--- src/logic/itsa_pkg.sv ---
/*
 * itsa_pkg: shared constants and types of the interrupt, tone status and
 * indirect access block.
 * Assumes a classic Wishbone slave with 32-bit data, one register per word.
 */
`default_nettype none
package itsa_pkg;
   // ==========================================================
   // register indices (byte address is four times the index)
   localparam logic [7:0] IDX_STATUS_ONE = 8'h12;
   localparam logic [7:0] IDX_STATUS_TWO = 8'h13;
   localparam logic [7:0] IDX_STATUS_THREE = 8'h14;
   localparam logic [7:0] IDX_ENABLE_ONE = 8'h15;
   localparam logic [7:0] IDX_ENABLE_TWO = 8'h16;
   localparam logic [7:0] IDX_ENABLE_THREE = 8'h17;
   localparam logic [7:0] IDX_TONE_STATUS = 8'h18;
   localparam logic [7:0] IDX_DATA_LOW = 8'h1C;
   localparam logic [7:0] IDX_DATA_HIGH = 8'h1D;
   localparam logic [7:0] IDX_ADDRESS = 8'h1E;
   localparam logic [7:0] IDX_ACCESS_STATUS = 8'h1F;
   // ==========================================================
   // field positions and reset values
   localparam int BIT_TONE_DIGIT = 0;
   localparam int BIT_INDIRECT_DONE = 1;
   localparam int BIT_CALIB_ERROR = 2;
   localparam int BIT_DIGIT_VALID = 4;
   localparam int BIT_INDIRECT_BUSY = 0;
   localparam logic [7:0] RST_BYTE = 8'h00;
   localparam logic [2:0] MASK_THREE = 3'h7;
   // ==========================================================
   // timing: indirect update rate
   localparam int CLK_HZ = 125000000;
   localparam int UPDATE_HZ = 16000;
   localparam int UPDATE_CYCLES = CLK_HZ / UPDATE_HZ;
   // ==========================================================
   // event sources, one pulse per event
   typedef struct packed {
      logic [7:0] timer;      // same layout as enable one
      logic [7:0] alarm;      // same layout as enable two
      logic hook_change;
      logic calib_running;
      logic tone_detect;
   } itsa_events_t;
   // decoded touch-tone digit from the detector
   typedef struct packed {
      logic valid;
      logic [3:0] code;
   } itsa_digit_t;
   // port to the indirect register storage
   typedef struct packed {
      logic wr;
      logic [7:0] addr;
      logic [15:0] wdata;
   } itsa_ind_req_t;
endpackage : itsa_pkg
`default_nettype wire

--- src/logic/itsa_top.sv ---
/*
 * itsa_top: interrupt status and enables, tone digit status and the
 * 16-bit indirect register access port, behind a Wishbone slave.
 * Assumes event inputs are single-cycle pulses on clk_sys; digit status
 * and indirect read data come from logic on the same clock.
 */
`timescale 1ns/1ps
`default_nettype none
// Overview of operation
// - hook change during balance calibration sets calibration error flag bit 2.
// - completed indirect service request sets indirect done flag bit 1.
// - detected touch tone sets tone digit flag bit 0.
// - writing one clears a pending flag; reads show pending state.
// - enable one masks eight timer interrupts, metering down to oscillator one.
// - enable two masks power alarms six to one, loop closure, ring trip.
// - enable three masks bits 2..0; bits 7..3 read zero.
// - tone status bit 4 reads one while a digit is detected.
// - digit code in bits 3..0 uses the documented tone encoding.
// - indirect data is 16 bits over low and high byte registers.
// - data then address write stores data at next 16 kHz update.
// - address-only write loads data registers at next update.
// - read-only busy bit shows an indirect access is pending.
// - status one and two flags mirror enable bit positions, write-one clear.
module itsa_top #(
   parameter int UPDATE_PERIOD = itsa_pkg::UPDATE_CYCLES
) (
   input wire logic clk_sys,
   input wire logic nrst,
   input wire logic wb_cyc_i,
   input wire logic wb_stb_i,
   input wire logic wb_we_i,
   input wire logic [31:0] wb_adr_i,
   input wire logic [31:0] wb_dat_i,
   input wire logic [3:0] wb_sel_i,
   output logic [31:0] wb_dat_o,
   output logic wb_ack_o,
   output logic irq_o,
   input wire itsa_pkg::itsa_events_t events_i,
   input wire itsa_pkg::itsa_digit_t digit_i,
   output itsa_pkg::itsa_ind_req_t ind_req_o,
   output logic ind_strobe_o,
   input wire logic [15:0] ind_rdata_i
);
   // the tick counter is sixteen bits wide and needs at least two states
   if (UPDATE_PERIOD < 2 || UPDATE_PERIOD > 65536) begin : g_bad_period
      $error("UPDATE_PERIOD must lie between 2 and 65536");
   end

   // ==========================================================
   // bus decode
   logic [7:0] status_one_ff, status_two_ff;
   logic [2:0] status_three_ff;
   logic [7:0] enable_one_ff, enable_two_ff;
   logic [2:0] enable_three_ff;
   logic [15:0] indirect_data_ff;
   logic [7:0] indirect_addr_ff;
   logic indirect_busy_ff, indirect_write_ff, data_touched_ff;
   logic [4:0] tone_status_ff;
   logic [15:0] tick_cnt_ff;
   logic ack_ff, irq_ff;
   logic [31:0] rdata_ff;
   logic service;
   logic [7:0] ind_addr_ff;
   logic [15:0] ind_wdata_ff;
   logic ind_wr_ff, ind_strobe_ff;

   // true when a register at the given index is written in byte lane 0
   function automatic logic wr_hit(input logic [7:0] idx, input logic cyc,
         input logic stb, input logic we, input logic [31:0] adr,
         input logic [3:0] sel, input logic ack);
      wr_hit = cyc && stb && we && !ack && sel[0] && adr[1:0] == 2'h0 &&
         adr[31:10] == 22'h000000 && adr[9:2] == idx;
   endfunction : wr_hit

   logic req;
   assign req = wb_cyc_i && wb_stb_i && !ack_ff;

   // one-cycle answer; ack drops in the following cycle
   always_ff @(posedge clk_sys) begin
      if (!nrst) begin
         ack_ff <= 1'b0;
      end else begin
         ack_ff <= req;
      end
   end

   // read mux; unmapped addresses answer zero
   always_ff @(posedge clk_sys) begin
      if (!nrst) begin
         rdata_ff <= 32'h00000000;
      end else if (req && !wb_we_i) begin
         rdata_ff <= 32'h00000000;
         if (wb_adr_i[31:10] == 22'h000000) begin
            case (wb_adr_i[9:2])
               itsa_pkg::IDX_STATUS_ONE: rdata_ff[7:0] <= status_one_ff;
               itsa_pkg::IDX_STATUS_TWO: rdata_ff[7:0] <= status_two_ff;
               itsa_pkg::IDX_STATUS_THREE: rdata_ff[2:0] <= status_three_ff;
               itsa_pkg::IDX_ENABLE_ONE: rdata_ff[7:0] <= enable_one_ff;
               itsa_pkg::IDX_ENABLE_TWO: rdata_ff[7:0] <= enable_two_ff;
               itsa_pkg::IDX_ENABLE_THREE: rdata_ff[2:0] <= enable_three_ff;
               itsa_pkg::IDX_TONE_STATUS: rdata_ff[4:0] <= tone_status_ff;
               itsa_pkg::IDX_DATA_LOW: rdata_ff[7:0] <= indirect_data_ff[7:0];
               itsa_pkg::IDX_DATA_HIGH:
                  rdata_ff[7:0] <= indirect_data_ff[15:8];
               itsa_pkg::IDX_ADDRESS: rdata_ff[7:0] <= indirect_addr_ff;
               itsa_pkg::IDX_ACCESS_STATUS:
                  rdata_ff[itsa_pkg::BIT_INDIRECT_BUSY] <= indirect_busy_ff;
               default: rdata_ff <= 32'h00000000;
            endcase
         end
      end
   end

   // ==========================================================
   // interrupt flags: set wins over a same-cycle clear
   // timer and alarm flags
   always_ff @(posedge clk_sys) begin
      if (!nrst) begin
         status_one_ff <= itsa_pkg::RST_BYTE;
         status_two_ff <= itsa_pkg::RST_BYTE;
      end else begin
         status_one_ff <= (status_one_ff & ~(wr_hit(itsa_pkg::IDX_STATUS_ONE,
            wb_cyc_i, wb_stb_i, wb_we_i, wb_adr_i, wb_sel_i, ack_ff)
            ? wb_dat_i[7:0] : 8'h00)) | events_i.timer;
         status_two_ff <= (status_two_ff & ~(wr_hit(itsa_pkg::IDX_STATUS_TWO,
            wb_cyc_i, wb_stb_i, wb_we_i, wb_adr_i, wb_sel_i, ack_ff)
            ? wb_dat_i[7:0] : 8'h00)) | events_i.alarm;
      end
   end

   logic [2:0] set_three, clr_three;
   always_comb begin
      set_three = 3'h0;
      set_three[itsa_pkg::BIT_CALIB_ERROR] =
         events_i.hook_change && events_i.calib_running;
      set_three[itsa_pkg::BIT_INDIRECT_DONE] = service;
      set_three[itsa_pkg::BIT_TONE_DIGIT] = events_i.tone_detect;
      clr_three = wr_hit(itsa_pkg::IDX_STATUS_THREE, wb_cyc_i, wb_stb_i,
         wb_we_i, wb_adr_i, wb_sel_i, ack_ff) ? wb_dat_i[2:0] : 3'h0;
   end

   always_ff @(posedge clk_sys) begin
      if (!nrst) begin
         status_three_ff <= 3'h0;
      end else begin
         status_three_ff <= (status_three_ff & ~clr_three) | set_three;
      end
   end

   // ==========================================================
   // enable registers
   // mask storage
   always_ff @(posedge clk_sys) begin
      if (!nrst) begin
         enable_one_ff <= itsa_pkg::RST_BYTE;
         enable_two_ff <= itsa_pkg::RST_BYTE;
         enable_three_ff <= 3'h0;
      end else begin
         if (wr_hit(itsa_pkg::IDX_ENABLE_ONE, wb_cyc_i, wb_stb_i, wb_we_i,
               wb_adr_i, wb_sel_i, ack_ff)) begin
            enable_one_ff <= wb_dat_i[7:0];
         end
         if (wr_hit(itsa_pkg::IDX_ENABLE_TWO, wb_cyc_i, wb_stb_i, wb_we_i,
               wb_adr_i, wb_sel_i, ack_ff)) begin
            enable_two_ff <= wb_dat_i[7:0];
         end
         if (wr_hit(itsa_pkg::IDX_ENABLE_THREE, wb_cyc_i, wb_stb_i, wb_we_i,
               wb_adr_i, wb_sel_i, ack_ff)) begin
            enable_three_ff <= wb_dat_i[2:0] & itsa_pkg::MASK_THREE;
         end
      end
   end

   // level interrupt, registered so the output comes from a flip-flop
   // enabled pending flags
   always_ff @(posedge clk_sys) begin
      if (!nrst) begin
         irq_ff <= 1'b0;
      end else begin
         irq_ff <= |(status_one_ff & enable_one_ff) |
            |(status_two_ff & enable_two_ff) |
            |(status_three_ff & enable_three_ff);
      end
   end

   // ==========================================================
   // tone digit status, sampled from the detector
   // valid bit and code passed as encoded
   always_ff @(posedge clk_sys) begin
      if (!nrst) begin
         tone_status_ff <= 5'h00;
      end else begin
         tone_status_ff <= {digit_i.valid, digit_i.code};
      end
   end

   // ==========================================================
   // indirect access port
   // free-running update tick at the 16 kHz rate
   always_ff @(posedge clk_sys) begin
      if (!nrst) begin
         tick_cnt_ff <= 16'h0000;
      end else if (tick_cnt_ff == 16'(UPDATE_PERIOD - 1)) begin
         tick_cnt_ff <= 16'h0000;
      end else begin
         tick_cnt_ff <= tick_cnt_ff + 16'h0001;
      end
   end

   logic tick, wr_low, wr_high, wr_addr;
   assign tick = tick_cnt_ff == 16'(UPDATE_PERIOD - 1);
   assign service = tick && indirect_busy_ff;
   assign wr_low = wr_hit(itsa_pkg::IDX_DATA_LOW, wb_cyc_i, wb_stb_i,
      wb_we_i, wb_adr_i, wb_sel_i, ack_ff);
   assign wr_high = wr_hit(itsa_pkg::IDX_DATA_HIGH, wb_cyc_i, wb_stb_i,
      wb_we_i, wb_adr_i, wb_sel_i, ack_ff);
   assign wr_addr = wr_hit(itsa_pkg::IDX_ADDRESS, wb_cyc_i, wb_stb_i,
      wb_we_i, wb_adr_i, wb_sel_i, ack_ff);

   // data bytes: host writes, and read results land at the update
   // sixteen-bit data
   always_ff @(posedge clk_sys) begin
      if (!nrst) begin
         indirect_data_ff <= 16'h0000;
      end else begin
         if (wr_low) begin
            indirect_data_ff[7:0] <= wb_dat_i[7:0];
         end
         if (wr_high) begin
            indirect_data_ff[15:8] <= wb_dat_i[7:0];
         end
         if (service && !indirect_write_ff && !wr_low && !wr_high) begin
            indirect_data_ff <= ind_rdata_i;
         end
      end
   end

   // address write arms a request; data written since last request
   // decides between a write and a read
   always_ff @(posedge clk_sys) begin
      if (!nrst) begin
         indirect_addr_ff <= itsa_pkg::RST_BYTE;
         data_touched_ff <= 1'b0;
         indirect_write_ff <= 1'b0;
         indirect_busy_ff <= 1'b0;
      end else begin
         if (wr_addr) begin
            indirect_addr_ff <= wb_dat_i[7:0];
            indirect_write_ff <= data_touched_ff || wr_low || wr_high;
            data_touched_ff <= 1'b0;
            indirect_busy_ff <= 1'b1;
         end else begin
            if (wr_low || wr_high) begin
               data_touched_ff <= 1'b1;
            end
            if (service) begin
               indirect_busy_ff <= 1'b0;
            end
         end
      end
   end

   // strobe to indirect storage at the update tick
   // write at update
   always_ff @(posedge clk_sys) begin
      if (!nrst) begin
         ind_strobe_ff <= 1'b0;
         ind_wr_ff <= 1'b0;
         ind_addr_ff <= 8'h00;
         ind_wdata_ff <= 16'h0000;
      end else begin
         ind_strobe_ff <= service && indirect_write_ff;
         ind_wr_ff <= service && indirect_write_ff;
         ind_addr_ff <= indirect_addr_ff;
         ind_wdata_ff <= indirect_data_ff;
      end
   end

   // ==========================================================
   // outputs
   assign wb_ack_o = ack_ff;
   assign wb_dat_o = rdata_ff;
   assign irq_o = irq_ff;
   assign ind_strobe_o = ind_strobe_ff;
   assign ind_req_o = '{wr: ind_wr_ff, addr: ind_addr_ff,
      wdata: ind_wdata_ff};
endmodule : itsa_top
`default_nettype wire

--- config.mk ---
export PLATFORM = sky130hd
export DESIGN_NAME = itsa_top
export DESIGN_NICKNAME = d
export VERILOG_FILES = /design/src/logic/itsa_pkg.sv /design/src/logic/itsa_top.sv
export SDC_FILE = /design/constraint.sdc
export NUM_CORES = 1
export LEC_CHECK = 0
export BUFFER_PORTS_ARGS = -buffer_cell sky130_fd_sc_hd__buf_2
export CORE_MARGIN = 8
export CORE_UTILIZATION = 30
export CTS_CLUSTER_SIZE = 24
export DETAILED_ROUTE_END_ITERATION = 7
export GPL_TIMING_DRIVEN = 0
export HOLD_SLACK_MARGIN = 0.12
export PLACE_DENSITY = 0.53
export SYNTH_ARGS = -nofsm -noshare
export SYNTH_HDL_FRONTEND = slang
export SYNTH_SLANG_ARGS = --single-unit
--- constraint.sdc ---
create_clock -name clk_sys -period 2.2 [get_ports clk_sys]
set_clock_uncertainty 0.1 [all_clocks]
set_input_delay 0.44 -clock clk_sys [delete_from_list [all_inputs] [get_ports clk_sys]]
set_output_delay 0.44 -clock clk_sys [all_outputs]
set_load 0.05 [all_outputs]
==> out/results.ini <==
[timing]
slew_headroom = 0.429
max_freq_mhz = 455
setup-violations-final = 0
hold_violations = 0
rsz0062_at_grt = yes
post-route-min-period_ps = 2200
min_period_over_period = 0.998
worst_pin_slew_ps = 857
slew_viol_final = 0

[synth]
ys_warn_count = 0
synth_enable_flop_cells = 0
async_flop_share = 0
ys.flop_type = dfxtp_1
synth_seq_cells = 121
synth_cell_types = 63
avgSynthCellArea_um2 = 8.73
syn_inst = 649
synthesis.area_um2 = 5660
ys_seq_area_frac = 0.428

[grt]
overflow = 0
grt_pass1_wl_um = 30600
grt_max_degree = 17
use_met2 = 0.266
grt_usage = 0.167
antenna_found_initial = 1
globalRoute.busiestLayer = met2
grt_pass1_vias = 5274
use_met3 = 0.0519
use_met1 = 0.208

[critical_path]
cp-end-kind = flop
critPathSlowestCell = or4b_1
critPathTopFamily = simple AND/OR/NAND/NOR gates
crit_fanout = 9
critical_path_required_ps = 2440
cp.buffers_inverters = 3
slowest_delay_ps = 510
path_class = in -> reg
crit_top_cell = buf_2
cp-start-kind = primary input
cp.arrival_ps = 2430
cp_cell_sequence = buf_2 > or4b_1 > buf_2 > nor4_1 > and3_1 > clkbuf_2 > nand2_1 > a31oi_1

[cells_and_area]
finish.utilization = 0.398
nets = 931
fin_area_um2 = 7420
final_cell_mix = buf_2, dfxtp_1, nand2_1
drive_gt1_frac = 0.267
layout_commonest_cell = buf_2
area_growth_pct = 31.1

[routing]
antenna_left = 0
drtPass1Iterations = 6
viasPerCell = 5.05
wl_per_cell_um = 18.7
drc = 0
dr_total_vias = 5373
routed_wl_um = 19900
drtIter0Drc = 487

[power]
netSwitchingPower_mw = 1.36
power.share.clock = 0.517
peakVddDrop_mv = 0.460
p_leak_nw = 3.23
powerDensity_nw_per_um2 = 763
combPwrFrac = 0.084
seqPwrFrac = 0.399
intPower_mw = 4.31
swShare = 0.240

[placed_design]
place_hpwl_um = 15100
port_buffers = 117
placed_area_um2 = 6640
place_congestion = 0.909

[clock_tree]
insertion_delay_ps = 420
h-tree-depth = 4
cts.sink_count = 121
clkTransAtPathRegs_ps = 50
cts.path.max_buffers = 2
tritoncts = yes
cts_root_buf = clkbuf_16
numCtsBuffers = 17

[floorplanning]
io_pins = 173
start_util = 0.304
core_area_um2 = 18600
die_y_um = 153
num_rows = 50
die_w_um = 153
dieArea_um2 = 23500

[status]
status = completed

[min_path]
hp-class = in -> reg

[job]
cap_violations = 0

==> power by group through the flow <==
stage          clock network (mW)  logic, mW  registers (mW)
5_1_grt                      3.08      0.510            2.26
3_5_place_dp                    0      0.460            2.31
4_1_cts                      2.98      0.467            2.26
6_report                     2.93      0.477            2.26
3_3_place_gp                    0      0.460            2.31
2_1_floorplan                   0      0.292            2.29
==> final cells by class <==
cell class                 instances  area [µm²]
inverter                          34         128
multi-input combinational        453        2910
timing repair buffer             126         656
buffer                            64         392
fill                            1955       11200
tap                              234         293
antenna                            1        2.50
clock buffer                      20         447
sequential                       121        2420
clock inverter                    12         174
==> cells in the mapped netlist (all sizes together) (2+ instances only) <==
cell / count / area share
buf: 36 / 0.046
xor2: 9 / 0.014
and2: 21 / 0.023
mux2i: 34 / 0.060
dfxtp: 121 / 0.43
a22oi: 17 / 0.023
a31oi: 32 / 0.035
nand4: 24 / 0.029
and3: 9 / 0.0099
o211ai: 16 / 0.021
nor4b: 4 / 0.0088
a32oi: 2 / 0.0031
a21oi: 9 / 0.0080
nand2b: 3 / 0.0033
o32ai: 2 / 0.0031
a221oi: 4 / 0.0062
a311oi: 3 / 0.0046
clkbuf: 28 / 0.019
o22ai: 7 / 0.0077
a211oi: 3 / 0.0040
nor3: 11 / 0.013
nand3b: 3 / 0.0040
nor3b: 2 / 0.0026
inv: 33 / 0.022
mux2: 4 / 0.0080
xnor2: 5 / 0.0077
o21a: 10 / 0.013
nor4: 11 / 0.016
nand3: 25 / 0.025
nor2b: 9 / 0.0099
and4: 3 / 0.0049
nand2: 58 / 0.038
nor2: 53 / 0.035
o21ai: 22 / 0.019
==> logic make-up after synthesis <==
group | after synthesis | synth area share
XOR/XNOR | 14 | 0.0216
multiplexers | 38 | 0.0680
flip-flops | 121 | 0.428
AO/OA/AOI/OAI | 134 | 0.160
AND/OR/NAND/NOR | 242 | 0.233
adder cells (fa/ha/maj) | 1 | 0.00221
other | 1 | 0.000662
buffers and inverters | 98 | 0.0873
==> routing by layer <==
layer / vias to the layer above / share of wire
met5: - / 0.00040
met4: 2 / 0.024
met3: 38 / 0.077
met2: 213 / 0.45
met1: 2494 / 0.44
li1: 2626 / -
==> worst register-to-register path, delay by kind of cell, from the launching register on <==
kind | cells | cell delay, ps
AND/OR/NAND/NOR | 4 | 1030
buffers and inverters | 2 | 410
flip-flops | 1 | 300
AO/OA/AOI/OAI | 1 | 100
==> stage by stage <==
step,power (mW),setup slack [ps],hold WS [ps],TNS (ps),std cells
2_1_floorplan,2.59,-48.0,321,-1170,672
3_3_place_gp,2.77,-780,337,-35490,1023
3_5_place_dp,2.77,-757,343,-35260,1023
4_1_cts,5.71,0.0819,121,0,1059
5_1_grt,5.85,-70.5,126,-373,1064
6_report,5.67,3.72,136,0,1065
==> sequential cells by signal, indices dropped and copies added (netlist names), 3 cells and up <==
signal and flops:
wb_dat_o 8, tick_cnt_ff 16, enable_one_ff 8, indirect_addr_ff 8, tone_status_ff 5, enable_two_ff 8, status_two_ff 8, ind_wdata_ff 16
ind_addr_ff 8, status_one_ff 8, status_three_ff 3, indirect_data_ff 16, enable_three_ff 3
==> final timing paths <==
| check | cells past startpoint | end | slack (ps) | from |
|---|---|---|---|---|
| max reg2reg | 7 | status_one_ff[0] | 100 | wb_ack_o |
| min reg2reg | 2 | wb_dat_o[1] | 350 | wb_dat_o[1] |
| min | 2 | tone_status_ff[4] | 140 | digit_i[4] |
| max | 8 | indirect_data_ff[2] | 4 | wb_adr_i[7] |
==> timing repair <==
action                     CTS  global route
resized for setup           14            12
pin swaps                    2             2
hold buffers                 2             0
hold endpoints to repair     2             0
setup buffers                2             4
cloned                       0             1
setup endpoints to repair   44            71
(Power assumes the default switching activity.)
